## config.mk

```make
export PLATFORM = sky130hd
export DESIGN_NAME = ecd_core
export DESIGN_NICKNAME = d
export VERILOG_FILES = /design/src/logic/ecd_pkg.sv /design/src/logic/ecd_if.sv /design/src/logic/ecd_alu.sv /design/src/logic/ecd_regfile.sv /design/src/logic/ecd_core.sv
export VERILOG_INCLUDE_DIRS = /design/src /design/src/logic
export SDC_FILE = /design/constraint.sdc
export NUM_CORES = 1
export LEC_CHECK = 0
export ABC_AREA = 1
export BUFFER_PORTS_ARGS = -buffer_cell sky130_fd_sc_hd__buf_2
export CELL_PAD_IN_SITES_DETAIL_PLACEMENT = 1
export CELL_PAD_IN_SITES_GLOBAL_PLACEMENT = 2
export CORE_UTILIZATION = 39
export CTS_CLUSTER_DIAMETER = 100
export DETAILED_ROUTE_END_ITERATION = 8
export MAX_ROUTING_LAYER = met4
export PLACE_DENSITY = 0.91
export SLEW_MARGIN = 10
export SYNTH_ARGS = -nofsm -noshare
export SYNTH_HDL_FRONTEND = slang
export SYNTH_SLANG_ARGS = --single-unit
```

## constraint.sdc

```tcl
create_clock -name clk -period 5 [get_ports clk]
set_input_delay 0.75 -clock clk [delete_from_list [all_inputs] [get_ports clk]]
set_output_delay 0.75 -clock clk [all_outputs]
set_load 0.1 [all_outputs]
```

## src/logic/ecd_defs.svh

```systemverilog
// constants of the eight-bit core datapath: addresses, field positions, reset values
`ifndef ECD_DEFS_SVH
`define ECD_DEFS_SVH
`define ECD_ADR_INDW    5'h00
`define ECD_ADR_PCL     5'h02
`define ECD_ADR_STAT    5'h03
`define ECD_ADR_PTR     5'h04
`define ECD_ST_C        0
`define ECD_ST_DC       1
`define ECD_ST_Z        2
`define ECD_ST_PA       5
`define ECD_FL_C        3'h1
`define ECD_FL_Z        3'h4
`define ECD_FL_ALL      3'h7
`define ECD_STAT_RST    8'h18
`define ECD_PTR_RST     5'h00
`define ECD_PTR_PAD     3'h7
`define ECD_NOP         12'h000
`define ECD_BUS_MEM_TOP 8'h1f
`define ECD_BUS_CTRL    8'h20
`define ECD_BUS_STATE   8'h21
`define ECD_CTRL_RST    1'b1
`endif

```

## src/logic/ecd_pkg.sv

```systemverilog
// types of the eight-bit core datapath
package ecd_pkg;
	typedef enum logic [3:0] {
		ECD_ALU_ADD   = 4'h0,
		ECD_ALU_SUB   = 4'h1,
		ECD_ALU_AND   = 4'h2,
		ECD_ALU_OR    = 4'h3,
		ECD_ALU_XOR   = 4'h4,
		ECD_ALU_COM   = 4'h5,
		ECD_ALU_INC   = 4'h6,
		ECD_ALU_DEC   = 4'h7,
		ECD_ALU_RR    = 4'h8,
		ECD_ALU_RL    = 4'h9,
		ECD_ALU_SWAP  = 4'ha,
		ECD_ALU_PASSA = 4'hb,
		ECD_ALU_PASSB = 4'hc,
		ECD_ALU_ZERO  = 4'hd
	} ecd_alu_op_t;
	typedef enum logic [5:0] {
		ECD_BY_MISC  = 6'h00,
		ECD_BY_CLR   = 6'h01,
		ECD_BY_SUB   = 6'h02,
		ECD_BY_DEC   = 6'h03,
		ECD_BY_OR    = 6'h04,
		ECD_BY_AND   = 6'h05,
		ECD_BY_XOR   = 6'h06,
		ECD_BY_ADD   = 6'h07,
		ECD_BY_MOV   = 6'h08,
		ECD_BY_COM   = 6'h09,
		ECD_BY_INC   = 6'h0a,
		ECD_BY_DECSZ = 6'h0b,
		ECD_BY_RR    = 6'h0c,
		ECD_BY_RL    = 6'h0d,
		ECD_BY_SWAP  = 6'h0e,
		ECD_BY_INCSZ = 6'h0f
	} ecd_byte_op_t;
	typedef enum logic [3:0] {
		ECD_TOP_BITCLR  = 4'h4,
		ECD_TOP_BITSET  = 4'h5,
		ECD_TOP_SKIPCLR = 4'h6,
		ECD_TOP_SKIPSET = 4'h7,
		ECD_TOP_RETLIT  = 4'h8,
		ECD_TOP_CALL    = 4'h9,
		ECD_TOP_JUMP0   = 4'ha,
		ECD_TOP_JUMP1   = 4'hb,
		ECD_TOP_LOADLIT = 4'hc,
		ECD_TOP_ORLIT   = 4'hd,
		ECD_TOP_ANDLIT  = 4'he,
		ECD_TOP_XORLIT  = 4'hf
	} ecd_top_op_t;
	typedef enum logic {
		ECD_PIPE_EXEC  = 1'b0,
		ECD_PIPE_FLUSH = 1'b1
	} ecd_pipe_t;
endpackage

```

## src/logic/ecd_if.sv

```systemverilog
// carriers between the core and its alu and data memory
interface ecd_alu_if;
	logic [7:0]                a;
	logic [7:0]                b;
	logic [7:0]                y;
	ecd_pkg::ecd_alu_op_t      op;
	logic                      cin;
	logic                      c;
	logic                      dc;
	logic                      z;
	modport alu (input a, b, op, cin, output y, c, dc, z);
	modport core (output a, b, op, cin, input y, c, dc, z);
endinterface

interface ecd_mem_if;
	logic       we;
	logic [4:0] waddr;
	logic [7:0] wdata;
	logic [4:0] raddr;
	logic [7:0] rdata;
	logic [4:0] baddr;
	logic [7:0] brdata;
	modport mem (input we, waddr, wdata, raddr, baddr, output rdata, brdata);
	modport core (output we, waddr, wdata, raddr, baddr, input rdata, brdata);
endinterface

```

## src/logic/ecd_alu.sv

```systemverilog
// eight-bit alu with carry, half-carry and zero
module ecd_alu (
	ecd_alu_if.alu port
);
	logic       sub;
	logic [7:0] b2;
	logic [8:0] sum;
	logic [4:0] nib;

	// subtract as a + ~b + 1, so carries come out as inverted borrows
	assign sub = (port.op == ecd_pkg::ECD_ALU_SUB);
	assign b2  = sub ? ~port.b : port.b;
	assign sum = {1'b0, port.a} + {1'b0, b2} + {8'h00, sub};
	assign nib = {1'b0, port.a[3:0]} + {1'b0, b2[3:0]} + {4'h0, sub};

	always_comb begin
		port.c = sum[8];
		case (port.op)
			ecd_pkg::ECD_ALU_ADD,
			ecd_pkg::ECD_ALU_SUB:   port.y = sum[7:0];
			ecd_pkg::ECD_ALU_AND:   port.y = port.a & port.b;
			ecd_pkg::ECD_ALU_OR:    port.y = port.a | port.b;
			ecd_pkg::ECD_ALU_XOR:   port.y = port.a ^ port.b;
			ecd_pkg::ECD_ALU_COM:   port.y = ~port.a;
			ecd_pkg::ECD_ALU_INC:   port.y = port.a + 8'h01;
			ecd_pkg::ECD_ALU_DEC:   port.y = port.a - 8'h01;
			ecd_pkg::ECD_ALU_RR: begin
				port.y = {port.cin, port.a[7:1]};
				port.c = port.a[0];
			end
			ecd_pkg::ECD_ALU_RL: begin
				port.y = {port.a[6:0], port.cin};
				port.c = port.a[7];
			end
			ecd_pkg::ECD_ALU_SWAP:  port.y = {port.a[3:0], port.a[7:4]};
			ecd_pkg::ECD_ALU_PASSA: port.y = port.a;
			ecd_pkg::ECD_ALU_PASSB: port.y = port.b;
			default:                port.y = 8'h00;
		endcase
	end

	assign port.dc = nib[4];
	assign port.z  = (port.y == 8'h00);
endmodule

```

## src/logic/ecd_regfile.sv

```systemverilog
// data memory cells, one write port and two read ports
module ecd_regfile #(
	parameter int DEPTH = 32
) (
	input logic clk,
	input logic rst,
	ecd_mem_if.mem port
);
	logic [7:0] cell_ff [DEPTH];

	always_ff @(posedge clk) begin
		if (rst) begin
			for (int i = 0; i < DEPTH; i++) begin
				cell_ff[i] <= 8'h00;
			end
		end else if (port.we) begin
			cell_ff[port.waddr] <= port.wdata;
		end
	end

	assign port.rdata  = cell_ff[port.raddr];
	assign port.brdata = cell_ff[port.baddr];
endmodule

```

## src/logic/ecd_core.sv

```systemverilog
// eight-bit core: fetch/execute pipeline, decode, special registers, debug port
`include "ecd_defs.svh"
module ecd_core #(
	parameter int PC_W = 9
) (
	input  logic            clk,
	input  logic            rst,
	output logic [PC_W-1:0] prog_addr,
	output logic            prog_rd_en,
	input  logic [11:0]     prog_instr,
	input  logic [7:0]      bus_addr,
	input  logic [7:0]      bus_wdata,
	input  logic            bus_wr,
	input  logic            bus_rd,
	output logic [7:0]      bus_rdata
);
	ecd_alu_if alu ();
	ecd_mem_if mem ();

	ecd_alu u_alu (
		.port (alu.alu)
	);

	ecd_regfile #(
		.DEPTH (32)
	) u_regfile (
		.clk  (clk),
		.rst  (rst),
		.port (mem.mem)
	);

	// architectural state
	logic [11:0]        instr_ff;
	ecd_pkg::ecd_pipe_t pipe_ff;
	logic [PC_W-1:0]    ip_ff;
	logic [PC_W-1:0]    stk0_ff;
	logic [PC_W-1:0]    stk1_ff;
	logic [7:0]         w_ff;
	logic [7:0]         stat_ff;
	logic [4:0]         ptr_ff;
	logic               run_ff;

	// next values
	logic [7:0]         nxt_w;
	logic [7:0]         nxt_stat;
	logic [4:0]         nxt_ptr;
	logic [PC_W-1:0]    nxt_ip;
	logic [7:0]         nxt_rdata;

	// decode
	logic [4:0]         fsel;
	logic [4:0]         eff;
	logic [7:0]         fdata;
	logic [7:0]         lit;
	logic [2:0]         bitn;
	logic [7:0]         bmask;
	logic               is_byte;
	logic               is_bit;
	logic               exec;
	logic [PC_W-1:0]    ip_inc;
	logic [1:0]         page;
	logic               core_we;
	logic               bus_we;
	logic [7:0]         bus_val;

	// decode results
	ecd_pkg::ecd_alu_op_t op;
	logic [7:0]         opa;
	logic [2:0]         fl;
	logic               wr_f;
	logic               wr_w;
	logic               skip;
	logic               jmp;
	logic [PC_W-1:0]    tgt;
	logic               push;
	logic               pop;

	// page bits sit above bits 8:0; narrower variants simply drop them
	function automatic logic [PC_W-1:0] pc_full(input logic [1:0] pa, input logic [8:0] lo);
		logic [10:0] t;
		t = {pa, lo};
		pc_full = t[PC_W-1:0];
	endfunction

	function automatic logic is_sfr(input logic [4:0] a);
		is_sfr = (a == `ECD_ADR_INDW) || (a == `ECD_ADR_PCL) ||
			(a == `ECD_ADR_STAT) || (a == `ECD_ADR_PTR);
	endfunction

	// accumulator deliberately has no case here
	function automatic logic [7:0] rd_loc(input logic [4:0] a, input logic [7:0] m,
		input logic [7:0] pcl, input logic [7:0] st, input logic [4:0] pt);
		case (a)
			`ECD_ADR_INDW: rd_loc = 8'h00;
			`ECD_ADR_PCL:  rd_loc = pcl;
			`ECD_ADR_STAT: rd_loc = st;
			`ECD_ADR_PTR:  rd_loc = {`ECD_PTR_PAD, pt};
			default:       rd_loc = m;
		endcase
	endfunction

	// fetch side: own port, independent of data memory, one word a cycle
	assign prog_addr  = ip_ff;
	assign prog_rd_en = run_ff;
	assign ip_inc     = ip_ff + PC_W'(1);
	assign page       = stat_ff[`ECD_ST_PA+1:`ECD_ST_PA];

	assign exec    = (pipe_ff == ecd_pkg::ECD_PIPE_EXEC);
	assign is_byte = (instr_ff[11:10] == 2'b00);
	assign is_bit  = (instr_ff[11:10] == 2'b01);
	assign fsel    = instr_ff[4:0];
	assign lit     = instr_ff[7:0];
	assign bitn    = instr_ff[7:5];
	assign bmask   = 8'h01 << bitn;

	// window register redirects through the pointer
	assign eff   = (fsel == `ECD_ADR_INDW) ? ptr_ff : fsel;
	assign fdata = rd_loc(eff, mem.rdata, ip_ff[7:0], stat_ff, ptr_ff);
	assign mem.raddr = eff;

	// operand a is register, bit-modified register or literal; b is the accumulator
	assign alu.a   = opa;
	assign alu.b   = w_ff;
	assign alu.op  = op;
	assign alu.cin = stat_ff[`ECD_ST_C];

	always_comb begin
		op   = ecd_pkg::ECD_ALU_PASSA;
		opa  = fdata;
		fl   = 3'h0;
		wr_f = 1'b0;
		wr_w = 1'b0;
		skip = 1'b0;
		jmp  = 1'b0;
		tgt  = ip_inc;
		push = 1'b0;
		pop  = 1'b0;
		if (exec && is_byte) begin
			wr_f = instr_ff[5];
			wr_w = !instr_ff[5];
			case (ecd_pkg::ecd_byte_op_t'(instr_ff[11:6]))
				ecd_pkg::ECD_BY_MISC: begin
					op   = ecd_pkg::ECD_ALU_PASSB;
					wr_w = 1'b0;
				end
				ecd_pkg::ECD_BY_CLR: begin
					op = ecd_pkg::ECD_ALU_ZERO;
					fl = `ECD_FL_Z;
				end
				ecd_pkg::ECD_BY_SUB: begin
					op = ecd_pkg::ECD_ALU_SUB;
					fl = `ECD_FL_ALL;
				end
				ecd_pkg::ECD_BY_ADD: begin
					op = ecd_pkg::ECD_ALU_ADD;
					fl = `ECD_FL_ALL;
				end
				ecd_pkg::ECD_BY_DEC: begin
					op = ecd_pkg::ECD_ALU_DEC;
					fl = `ECD_FL_Z;
				end
				ecd_pkg::ECD_BY_OR: begin
					op = ecd_pkg::ECD_ALU_OR;
					fl = `ECD_FL_Z;
				end
				ecd_pkg::ECD_BY_AND: begin
					op = ecd_pkg::ECD_ALU_AND;
					fl = `ECD_FL_Z;
				end
				ecd_pkg::ECD_BY_XOR: begin
					op = ecd_pkg::ECD_ALU_XOR;
					fl = `ECD_FL_Z;
				end
				ecd_pkg::ECD_BY_MOV: fl = `ECD_FL_Z;
				ecd_pkg::ECD_BY_COM: begin
					op = ecd_pkg::ECD_ALU_COM;
					fl = `ECD_FL_Z;
				end
				ecd_pkg::ECD_BY_INC: begin
					op = ecd_pkg::ECD_ALU_INC;
					fl = `ECD_FL_Z;
				end
				ecd_pkg::ECD_BY_DECSZ: begin
					op   = ecd_pkg::ECD_ALU_DEC;
					skip = alu.z;
				end
				ecd_pkg::ECD_BY_INCSZ: begin
					op   = ecd_pkg::ECD_ALU_INC;
					skip = alu.z;
				end
				ecd_pkg::ECD_BY_RR: begin
					op = ecd_pkg::ECD_ALU_RR;
					fl = `ECD_FL_C;
				end
				ecd_pkg::ECD_BY_RL: begin
					op = ecd_pkg::ECD_ALU_RL;
					fl = `ECD_FL_C;
				end
				ecd_pkg::ECD_BY_SWAP: op = ecd_pkg::ECD_ALU_SWAP;
				default: op = ecd_pkg::ECD_ALU_PASSA;
			endcase
		end else if (exec && is_bit) begin
			case (ecd_pkg::ecd_top_op_t'(instr_ff[11:8]))
				ecd_pkg::ECD_TOP_BITCLR: begin
					opa  = fdata & ~bmask;
					wr_f = 1'b1;
				end
				ecd_pkg::ECD_TOP_BITSET: begin
					opa  = fdata | bmask;
					wr_f = 1'b1;
				end
				ecd_pkg::ECD_TOP_SKIPCLR: skip = !fdata[bitn];
				default: skip = fdata[bitn];
			endcase
		end else if (exec) begin
			opa = lit;
			case (ecd_pkg::ecd_top_op_t'(instr_ff[11:8]))
				ecd_pkg::ECD_TOP_RETLIT: begin
					wr_w = 1'b1;
					pop  = 1'b1;
					jmp  = 1'b1;
					tgt  = stk0_ff;
				end
				ecd_pkg::ECD_TOP_CALL: begin
					push = 1'b1;
					jmp  = 1'b1;
					tgt  = pc_full(page, {1'b0, lit});
				end
				ecd_pkg::ECD_TOP_JUMP0,
				ecd_pkg::ECD_TOP_JUMP1: begin
					jmp = 1'b1;
					tgt = pc_full(page, instr_ff[8:0]);
				end
				ecd_pkg::ECD_TOP_LOADLIT: wr_w = 1'b1;
				ecd_pkg::ECD_TOP_ORLIT: begin
					op   = ecd_pkg::ECD_ALU_OR;
					fl   = `ECD_FL_Z;
					wr_w = 1'b1;
				end
				ecd_pkg::ECD_TOP_ANDLIT: begin
					op   = ecd_pkg::ECD_ALU_AND;
					fl   = `ECD_FL_Z;
					wr_w = 1'b1;
				end
				default: begin
					op   = ecd_pkg::ECD_ALU_XOR;
					fl   = `ECD_FL_Z;
					wr_w = 1'b1;
				end
			endcase
		end
		// writing the pointer low byte is a computed jump
		if (wr_f && (eff == `ECD_ADR_PCL)) begin
			jmp = 1'b1;
			tgt = pc_full(page, {1'b0, alu.y});
		end
	end

	// register write-back; the window with a zero pointer swallows writes
	assign core_we   = run_ff && wr_f && !is_sfr(eff);
	assign bus_we    = bus_wr && (bus_addr <= `ECD_BUS_MEM_TOP) && !is_sfr(bus_addr[4:0]) && !core_we;
	assign mem.we    = core_we || bus_we;
	assign mem.waddr = core_we ? eff : bus_addr[4:0];
	assign mem.wdata = core_we ? alu.y : bus_wdata;
	assign mem.baddr = bus_addr[4:0];

	assign nxt_w   = wr_w ? alu.y : w_ff;
	assign nxt_ptr = (wr_f && (eff == `ECD_ADR_PTR)) ? alu.y[4:0] : ptr_ff;
	assign nxt_ip  = jmp ? tgt : ip_inc;

	// flag update wins over a direct write of the status register
	always_comb begin
		nxt_stat = stat_ff;
		if (wr_f && (eff == `ECD_ADR_STAT)) begin
			nxt_stat = alu.y;
		end
		if (fl[0]) begin
			nxt_stat[`ECD_ST_C] = alu.c;
		end
		if (fl[1]) begin
			nxt_stat[`ECD_ST_DC] = alu.dc;
		end
		if (fl[2]) begin
			nxt_stat[`ECD_ST_Z] = alu.z;
		end
	end

	assign bus_val = (bus_addr <= `ECD_BUS_MEM_TOP) ?
		rd_loc(bus_addr[4:0], mem.brdata, ip_ff[7:0], stat_ff, ptr_ff) :
		(bus_addr == `ECD_BUS_CTRL) ? {7'h00, run_ff} :
		(bus_addr == `ECD_BUS_STATE) ? {7'h00, pipe_ff} : 8'h00;
	assign nxt_rdata = bus_rd ? bus_val : 8'h00;

	// pipeline: prefetched word is dropped on a flow change or skip
	always_ff @(posedge clk) begin
		if (rst) begin
			instr_ff <= `ECD_NOP;
			pipe_ff  <= ecd_pkg::ECD_PIPE_FLUSH;
			ip_ff    <= '1;
		end else if (run_ff) begin
			instr_ff <= prog_instr;
			pipe_ff  <= (jmp || skip) ? ecd_pkg::ECD_PIPE_FLUSH : ecd_pkg::ECD_PIPE_EXEC;
			ip_ff    <= nxt_ip;
		end
	end

	always_ff @(posedge clk) begin
		if (rst) begin
			w_ff    <= 8'h00;
			stat_ff <= `ECD_STAT_RST;
			ptr_ff  <= `ECD_PTR_RST;
		end else if (run_ff) begin
			w_ff    <= nxt_w;
			stat_ff <= nxt_stat;
			ptr_ff  <= nxt_ptr;
		end
	end

	// two-deep return stack, oldest entry is copied on return
	always_ff @(posedge clk) begin
		if (rst) begin
			stk0_ff <= '0;
			stk1_ff <= '0;
		end else if (run_ff && push) begin
			stk0_ff <= ip_ff;
			stk1_ff <= stk0_ff;
		end else if (run_ff && pop) begin
			stk0_ff <= stk1_ff;
		end
	end

	always_ff @(posedge clk) begin
		if (rst) begin
			run_ff    <= `ECD_CTRL_RST;
			bus_rdata <= 8'h00;
		end else begin
			bus_rdata <= nxt_rdata;
			if (bus_wr && (bus_addr == `ECD_BUS_CTRL)) begin
				run_ff <= bus_wdata[0];
			end
		end
	end
endmodule

```

* After elaboration in Yosys (flattened, before gate mapping)
Memories as Yosys holds them, arrays and structs flattened.
Index checks and enable logic that the tools add are counted.
Widths: inputs -> output; s select.
** Storage, ports and cells
- Register bits :: 70
- RAM bits :: 256
- Bits of input ports :: 32
- Output and inout bits :: 18
- Logic and storage cells :: 210
- Memories :: 1
** Operators by class
- Add/subtract/negate cells :: 7
- $lt $le $gt $ge :: 2
- Equality and inequality tests :: 46
- Shift-type cells :: 1
- Mux-type cells :: 73
- Bitwise gates (word level) :: 10
- Reductions and logical operators :: 57
** Memory list
- u_regfile.cell_ff :: words 32, bits a word 8, read ports 2, clocked after memory_dff 0, write ports 32, RTL line ecd_regfile.sv:9 : logic [7:0] cell_ff [DEPTH];
** Operators by type and width (number)
- $pmux 8 s12 :: 1
- $pmux 8 s4 :: 2
- $mux 9 :: 7
- $mux 8 :: 7
- $pmux 4 s13 :: 1
- $eq 4x4->1 const B :: 12
- $eq 6x4->1 const B :: 8
- $mux 1 :: 37
- $eq 4x3->1 const B :: 7
- $pmux 9 s3 :: 1
- $eq 6x3->1 const B :: 4
- $not 8->8 :: 3
- $eq 5x2->1 const B :: 4
- $reduce_or 2->1 :: 9
- $and 8x8->8 :: 2
- $eq 8x6->1 const B :: 2
- $or 8x8->8 :: 2
- $pmux 8 s2 :: 1
- $reduce_or 8->1 :: 2
- $logic_not 5->1 :: 3
- $mux 3 :: 5
- $mux 5 :: 3
- $logic_and 1x1->1 :: 13
- $eq 6x2->1 const B :: 2
- 33 further kinds :: 58

* Logic depth before layout (Yosys ltp)
Gate-level depths: netlist of the first run.
- Depth after elaboration :: 16
- Gate-level depth with buffers :: 33
- Mapped depth without buffers :: 32

* By module
From an unflattened synthesis of the first run, not the netlist that was laid out.
** Second synthesis, totals
- Cells, all modules :: 2887
- Area, all modules :: 20642.3 µm²
** By module, submodules not included
- ecd_regfile :: times used 1, cells each 1848, area each 14356.3 µm², sequential area each 7687.4 µm²
- ecd_core :: times used 1, cells each 688, area each 4471.8 µm², sequential area each 1401.3 µm²
- ecd_alu :: times used 1, cells each 351, area each 1814.2 µm², sequential area each 0.0 µm²

* Worst setup path before layout of the first run
Ideal clock, no wire load.
- Kind :: reg2reg
- From :: register instr_ff[2]
- To :: memory u_regfile.cell_ff[13][7] (data pin)
- Setup time :: 261 ps
- Arrival :: 3683 ps
- Required time :: 4739 ps
- Path slack :: 1055 ps
- Cell stages (with the launch flop) :: 24
- Buffers on the path :: 3
- Clock period less this slack :: 3945 ps
- Cells stage by stage :: dfxtp_1 -> nor2_4 -> nand4_1 -> nand2_4 -> buf_4 -> buf_2 -> nand2_1 -> nand3_1 -> o221ai_1 -> a21oi_1 -> nand3_1 -> nand3_1 -> nand2_1 -> a21boi_1 -> ha_1 -> a21oi_1 -> nor2_1 -> a211oi_1 -> nand3_1 -> nand3_1 -> nand3_2 -> mux2i_4 -> buf_6 -> nor2_1
** RTL lines
- start: declaration :: RTL line ecd_core.sv:33 : logic [11:0] instr_ff;
- start signal: assignment :: RTL line ecd_core.sv:297 : instr_ff <= `ECD_NOP;
- start signal: assignment :: RTL line ecd_core.sv:301 : instr_ff <= prog_instr;
- end: declaration :: RTL line ecd_regfile.sv:9

==> results of run 1 <==
-- worst min-delay path: cells and delay by family --
| family | cells | cell delay, ns |
|---|---|---|
| compound gates | 1 | 0.04 |
| buf+inv | 1 | 0.10 |
| simple gates | 1 | 0.08 |
-- final cells by class --
class                   instances  area share (%)
well taps                     664            3.68
multi-input cells            1763            40.3
clock buffers                  50            4.82
inverters                     229            3.87
clock inverters                20           0.919
repair buffers                154            6.15
diodes                          3          0.0332
flip-flops and latches        326            40.2
-- worst paths after layout --
check	startpoint	endpoint	depth (start not counted)
setup / recovery	instr_ff[2]$_SDFFE_PP0P_	u_regfile.cell_ff[31][5]$_SDFFCE_PN0P_	26
hold / removal	bus_rd	bus_rdata[0]$_SDFF_PP0_	3
setup reg to reg	instr_ff[2]$_SDFFE_PP0P_	u_regfile.cell_ff[31][5]$_SDFFCE_PN0P_	26
hold reg to reg	stk1_ff[0]$_SDFFE_PP0P_	stk1_ff[0]$_SDFFE_PP0P_	2
-- kinds of logic (layout without fill, tap and decap cells) --
group	after synthesis	in the layout
AO/OA/AOI/OAI	499	499
AND/OR/NAND/NOR	1183	1183
multiplexers	9	9
buffers and inverters	353	453
other	1	35
flip-flops	326	326
XOR/XNOR	11	11
adder cells (fa/ha/maj)	29	29
-- cells in the mapped netlist, drive strengths merged, types with 2 or more instances --
cell / number / area share, %
nor3: 14 / 0.44
o2111ai: 26 / 1.2
buf: 62 / 2.1
clkinv: 4 / 0.077
a221oi: 28 / 1.3
a21oi: 127 / 3.3
mux2i: 9 / 0.85
o2bb2ai: 10 / 0.45
o32ai: 4 / 0.18
o31ai: 3 / 0.12
a211oi: 12 / 0.46
nor2: 337 / 6.8
inv: 225 / 4.4
o211ai: 25 / 0.96
a31oi: 17 / 0.55
ha: 27 / 1.7
a221o: 5 / 0.26
fa: 2 / 0.21
a22o: 5 / 0.22
a22oi: 52 / 2.0
nand2: 585 / 11
or2: 7 / 0.22
clkbuf: 62 / 1.2
o22ai: 23 / 0.74
o21ai: 134 / 3.7
nand4: 26 / 1.0
a21boi: 6 / 0.23
nand3: 212 / 5.7
o221ai: 17 / 0.76
dfxtp: 70 / 7.2
edfxtp: 256 / 39
xor2: 11 / 0.49
-- registers in the layout (all words and copies together), names as in the netlist --
register / flops
stat_ff: 8
alu.b: 8
prog_addr: 9
u_regfile.cell_ff: 256
stk0_ff: 9
bus_rdata: 8
stk1_ff: 9
ptr_ff: 5
pipe_ff: 1
prog_rd_en: 1
instr_ff: 12
-- stage by stage --
stage	setup WS [ns]	instances	setup TNS (ns)	hold WS (ns)	utilization, %
floorplan	1.06	2442	0	0.450	-
global placement	0.169	3114	0	0.460	42.5
detailed placement	0.0459	3114	0	0.476	42.5
CTS	0.0203	3184	0	0.445	45.2
global route	-0.0832	3208	-2.01	0.487	46.0
finish	0.0306	3209	0	0.461	46.1
-- layer usage --
layer	global-route usage, %	up-vias	wire [um]
met2	50.6	1109	38100
li1	-	8522	-
met4	13.8	0	3160
met5	-	-	0
met3	6.82	198	8900
met1	44.2	9752	35100
-- repair_timing --
action,4_1_cts,5_1_grt
resized for setup,0,31
hold buffers,0,0
hold endpoints to repair,0,0
setup endpoints to repair,0,183
buffers inserted,0,15
-- power by group --
group | switching (mW) | internal (mW) | total, mW
clock | 1.19 | 1.75 | 2.94
sequential | 0.135 | 3.05 | 3.19
combinational | 1.42 | 0.556 | 1.98
==> impl_metrics.env, run 1 <==
export IMPL_powerDensity_nw_per_um2=359
export IMPL_worstPathRequired_ns=5.30
export IMPL_skew_ns=0.0266
export IMPL_syn_inst=2411
export IMPL_final_common_cell="nand2_1"
export IMPL_crit_family="simple AND/OR/NAND/NOR gates"
export IMPL_root_buffer="clkbuf_16"
export IMPL_muxShareOfSynthArea_pct=0.848
export IMPL_grt_start_max_net_pins=67
export IMPL_first_global_vias=19661
export IMPL_numCtsBuffers=39
export IMPL_pin_count=50
export IMPL_path_clk_slew_ns=0.06
export IMPL_crit_buf_inv=5
export IMPL_finalHoldViolations=0
export IMPL_worst_slew_pin_slew_ns=1.22
export IMPL_globalplace_congestion=1.01
export IMPL_status="finished, final reports clean"
export IMPL_rrSetupSlack_ns=0.03
export IMPL_critPathKind="register to register"
export IMPL_path_max_fanout=28
export IMPL_final_cell_mix="nand2_1, nor2_1, edfxtp_1"
export IMPL_post_synth_and_or_nand_nor_area_fraction_pct=25.7
export IMPL_async_flop_share_pct=0
export IMPL_layout_drive_gt1_share_pct=11.8
export IMPL_synth_enable_flop_cells=256
export IMPL_worstPathArrival_ns=5.27
export IMPL_drt_initial_drc_count=2477
export IMPL_gr_usage_all_layers_pct=33.6
export IMPL_finalNetCount=2574
export IMPL_die_h_um=225
export IMPL_ys_ff_latch=326
export IMPL_cap_viol_max_count=0
export IMPL_routed_wl_um=85200
export IMPL_drt_pass1_iterations=6
export IMPL_std_cell_rows=81
export IMPL_cpPeakStageDelay_ns=0.39
export IMPL_hold_class="input pin to register"
export IMPL_ant_nets=0
export IMPL_multi_input_comb_area_um2=9100
export IMPL_io_buffers=49
export IMPL_maxSlewHeadroom_pct=18.7
export IMPL_fillers=5943
export IMPL_design_area_um2=22600
export IMPL_yosys_warnings=0
export IMPL_grt_pass1_wl_um=123000
export IMPL_synth_area_um2=19500
export IMPL_fmax_mhz=201
export IMPL_initial_core_util_pct=39.7
export IMPL_synth_xor_xnor_area_share_pct=0.495
export IMPL_overflow=0
export IMPL_ys_flop_type="edfxtp_1"
export IMPL_power_mw=8.11
export IMPL_ff_latch_area_um2=9090
export IMPL_power_leakage_nw=9.15
export IMPL_core_area_um2=49100
export IMPL_final_max_slew_viol_count=0
export IMPL_min_period_ns=4.97
export IMPL_cts_tree="done"
export IMPL_die_w_um=225
export IMPL_dp_hpwl_um=58100
export IMPL_num_vias=19581
export IMPL_clkLatencyLatePin_ns=0.57
export IMPL_placed_area_um2=20900
export IMPL_antenna_found_initial=3
export IMPL_synthDistinctLibCells=60
export IMPL_via_per_inst=6.10
export IMPL_end_kind="register"
export IMPL_synth_top_family_by_area="simple AND/OR/NAND/NOR gates"
export IMPL_crit_path_top_delay_cell="ha_1"
export IMPL_vdd_drop_max_mv=0.193
export IMPL_min_period_over_period_pct=99.4
export IMPL_dieArea_um2=50800
export IMPL_drc=0
export IMPL_synth_avg_cell_area_um2=8.07
export IMPL_synth_seq_area_share_pct=46.7
export IMPL_rsz0062_at_grt="yes"
export IMPL_finalSetupViolCount=0
export IMPL_syn_to_final_growth_pct=16.1
export IMPL_synthAdderAreaFrac_pct=1.94
export IMPL_start_kind="register"
export IMPL_path_common_cell="nand2_1"
export IMPL_cts_buffer_depth=3
export IMPL_wl_per_cell_um=26.5
export IMPL_synth_compound_area_share_pct=16.6
export IMPL_cts_sinks=326
export IMPL_htreeDepth=2
(Power assumes the default switching activity.)
==> inputs of run 2 (changes only) <==
Settings changed: REMOVE_ABC_BUFFERS from default to 1.
==> run 2 against run 1 <==
Clock power rose by 4%; power is 1.2% higher; wire length is 1.0% lower; non-clock buffer count up 19; worst hold slack got worse by 0.0097 ns; first-iteration DRC count decreased by 11%; critical path depth fell by 2; setup slack better by 0.10 ns; maximum frequency rose by 2.1%; cell count is 0.75% higher; flip-flop and latch count did not move; die area is the same; critical path type unchanged.
==> impl_metrics.env, run 2 (synthesis results as in run 1) <==
export IMPL_status="finished, final reports clean"
export IMPL_worstPathArrival_ns=5.16
export IMPL_cts_buffer_depth=3
export IMPL_overflow=0
export IMPL_dieArea_um2=50800
export IMPL_cts_sinks=326
export IMPL_worstPathRequired_ns=5.30
export IMPL_die_h_um=225
export IMPL_clkLatencyLatePin_ns=0.58
export IMPL_cpPeakStageDelay_ns=0.53
export IMPL_min_period_over_period_pct=97.3
export IMPL_fmax_mhz=205
export IMPL_r2r_start="instr_ff[2]$_SDFFE_PP0P_"
export IMPL_final_max_slew_viol_count=0
export IMPL_hold_class="input pin to register"
export IMPL_finalHoldViolations=0
export IMPL_worst_slew_pin_slew_ns=0.797
export IMPL_globalplace_congestion=0.968
export IMPL_crit_family="simple AND/OR/NAND/NOR gates"
export IMPL_htreeDepth=2
export IMPL_via_per_inst=6.00
export IMPL_pin_count=50
export IMPL_multi_input_comb_area_um2=9090
export IMPL_largest_register="u_regfile.cell_ff"
export IMPL_first_global_vias=19528
export IMPL_final_util_pct=46.2
export IMPL_die_w_um=225
export IMPL_path_max_fanout=28
export IMPL_std_cell_rows=81
export IMPL_cts_tree="done"
export IMPL_gr_usage_all_layers_pct=33.8
export IMPL_ff_latch_area_um2=9090
export IMPL_crit_buf_inv=6
export IMPL_start_kind="register"
export IMPL_cp_cell_sequence="nor2_4 -> nand3_4 -> nand2_2 -> nand2_4 -> buf_4 -> clkbuf_16 -> o21ai_4 -> nand2_4 -> inv_4 -> nand3_1 -> nand2_1 -> nand2_1 -> nand2_2 -> inv_1 -> fa_1 -> a221oi_2 -> nand4_1 -> nor2_1 -> nand2_1 -> inv_2 -> nor2_1 -> a21oi_2 -> buf_12 -> nor2_1"
export IMPL_holdPathEnd="instr_ff[6]$_SDFFE_PP0P_"
export IMPL_finalNetCount=2595
export IMPL_powerDensity_nw_per_um2=362
export IMPL_initial_core_util_pct=39.7
export IMPL_final_common_cell="nand2_1"
export IMPL_core_area_um2=49100
export IMPL_num_vias=19404
export IMPL_final_cell_mix="nand2_1, nor2_1, edfxtp_1"
export IMPL_drt_pass1_iterations=6
export IMPL_worstHoldStart="prog_instr[6]"
export IMPL_dp_hpwl_um=59500
export IMPL_reg2reg_to="u_regfile.cell_ff[7][1]$_SDFFCE_PN0P_"
export IMPL_io_buffers=49
export IMPL_grt_pass1_wl_um=124000
export IMPL_largest_reg_flops=256
export IMPL_rrSetupSlack_ns=0.13
export IMPL_antenna_found_initial=4
export IMPL_drc=0
export IMPL_power_leakage_nw=9.24
export IMPL_end_kind="register"
export IMPL_maxSlewHeadroom_pct=46.7
export IMPL_skew_ns=0.0199
export IMPL_cap_viol_max_count=0
export IMPL_critPathKind="register to register"
export IMPL_syn_to_final_growth_pct=16.5
export IMPL_path_clk_slew_ns=0.06
export IMPL_fillers=5972
export IMPL_reg_top3="u_regfile.cell_ff: 256 flops, instr_ff: 12 flops"
export IMPL_ant_nets=0
export IMPL_drt_initial_drc_count=2207
export IMPL_routed_wl_um=84300
export IMPL_root_buffer="clkbuf_16"
export IMPL_wl_per_cell_um=26.1
export IMPL_vdd_drop_max_mv=0.255
export IMPL_crit_path_top_delay_cell="fa_1"
export IMPL_rr_worst_depth=24
export IMPL_layout_drive_gt1_share_pct=12.4
export IMPL_finalSetupViolCount=0
export IMPL_numCtsBuffers=41
export IMPL_whs_path_depth=3
export IMPL_grt_start_max_net_pins=65
export IMPL_min_period_ns=4.87
export IMPL_setup_tns_ns=0
==> run 2: cell count changes in the layout (fill, tap and decap cells not counted), moves of 2 or more <==
cell	change
nor2_1	+2
clkinv_1	-3
buf_12	-7
buf_6	-3
clkbuf_1	+3
buf_4	+30
buf_16	+2
==> run 2: routing by layer <==
metal	share of wire (%)	vias to the layer above	GRT usage, %
met3	10	162	7.52
li1	-	8577	-
met4	3.1	0	11.1
met2	44	978	50.6
met1	43	9687	45.2
met5	0	-	-
==> run 2: how the worst max path moves through the flow <==
stage | from | endpoint | slack (ns) | cells past startpoint
after detailed placement | instr_ff[2]$_SDFFE_PP0P_ | u_regfile.cell_ff[1][6]$_SDFFCE_PN0P_ | -0.06 | 23
after floorplan | instr_ff[2]$_SDFFE_PP0P_ | u_regfile.cell_ff[10][1]$_SDFFCE_PN0P_ | -0.88 | 23
final | instr_ff[2]$_SDFFE_PP0P_ | u_regfile.cell_ff[7][1]$_SDFFCE_PN0P_ | 0.13 | 24
after global routing | instr_ff[1]$_SDFFE_PP0P_ | u_regfile.cell_ff[13][1]$_SDFFCE_PN0P_ | -0.06 | 25
after CTS | instr_ff[2]$_SDFFE_PP0P_ | u_regfile.cell_ff[1][6]$_SDFFCE_PN0P_ | 0.02 | 22
after global placement | instr_ff[1]$_SDFFE_PP0P_ | pipe_ff$_SDFFE_PP1P_ | 0.03 | 25
==> run 2: layout make-up <==
class | instances | area share, %
timing repair buffer | 173 | 6.27
inverter | 229 | 3.81
sequential | 326 | 40.1
clock inverter | 19 | 0.900
tap | 664 | 3.67
antenna | 4 | 0.0442
clock buffer | 55 | 5.13
multi-input combinational | 1763 | 40.1
==> run 2: repair_timing <==
item / 4_1_cts / 5_1_grt
buffers inserted: 3 / 11
gates resized for setup: 2 / 20
setup endpoints to repair: 33 / 215
gates cloned: 0 / 2
hold buffers: 0 / 0
pin swaps: 1 / 6
==> run 2: report_power, final <==
group,switching (mW),internal (mW)
combinational,1.40,0.545
clock,1.23,1.84
sequential,0.127,3.05
==> run 2: tightest hold or removal path: stages <==
cell and delay, ns:
buf_2 0.07, o21ai_0 0.07, a21oi_1 0.10
==> run 2: stage by stage <==
stage                     setup WS (ns)  hold WS [ns]  total power, mW  cell area (um^2)  cells
after floorplan                  -0.880         0.445             4.25             18900   2318
after global placement           0.0293         0.459             5.04             21000   3140
after detailed placement        -0.0623         0.468             5.08             21000   3140
after CTS                        0.0164         0.439             8.14             22400   3217
after global routing            -0.0614         0.476             8.45             22700   3233
final                             0.133         0.451             8.20             22700   3233
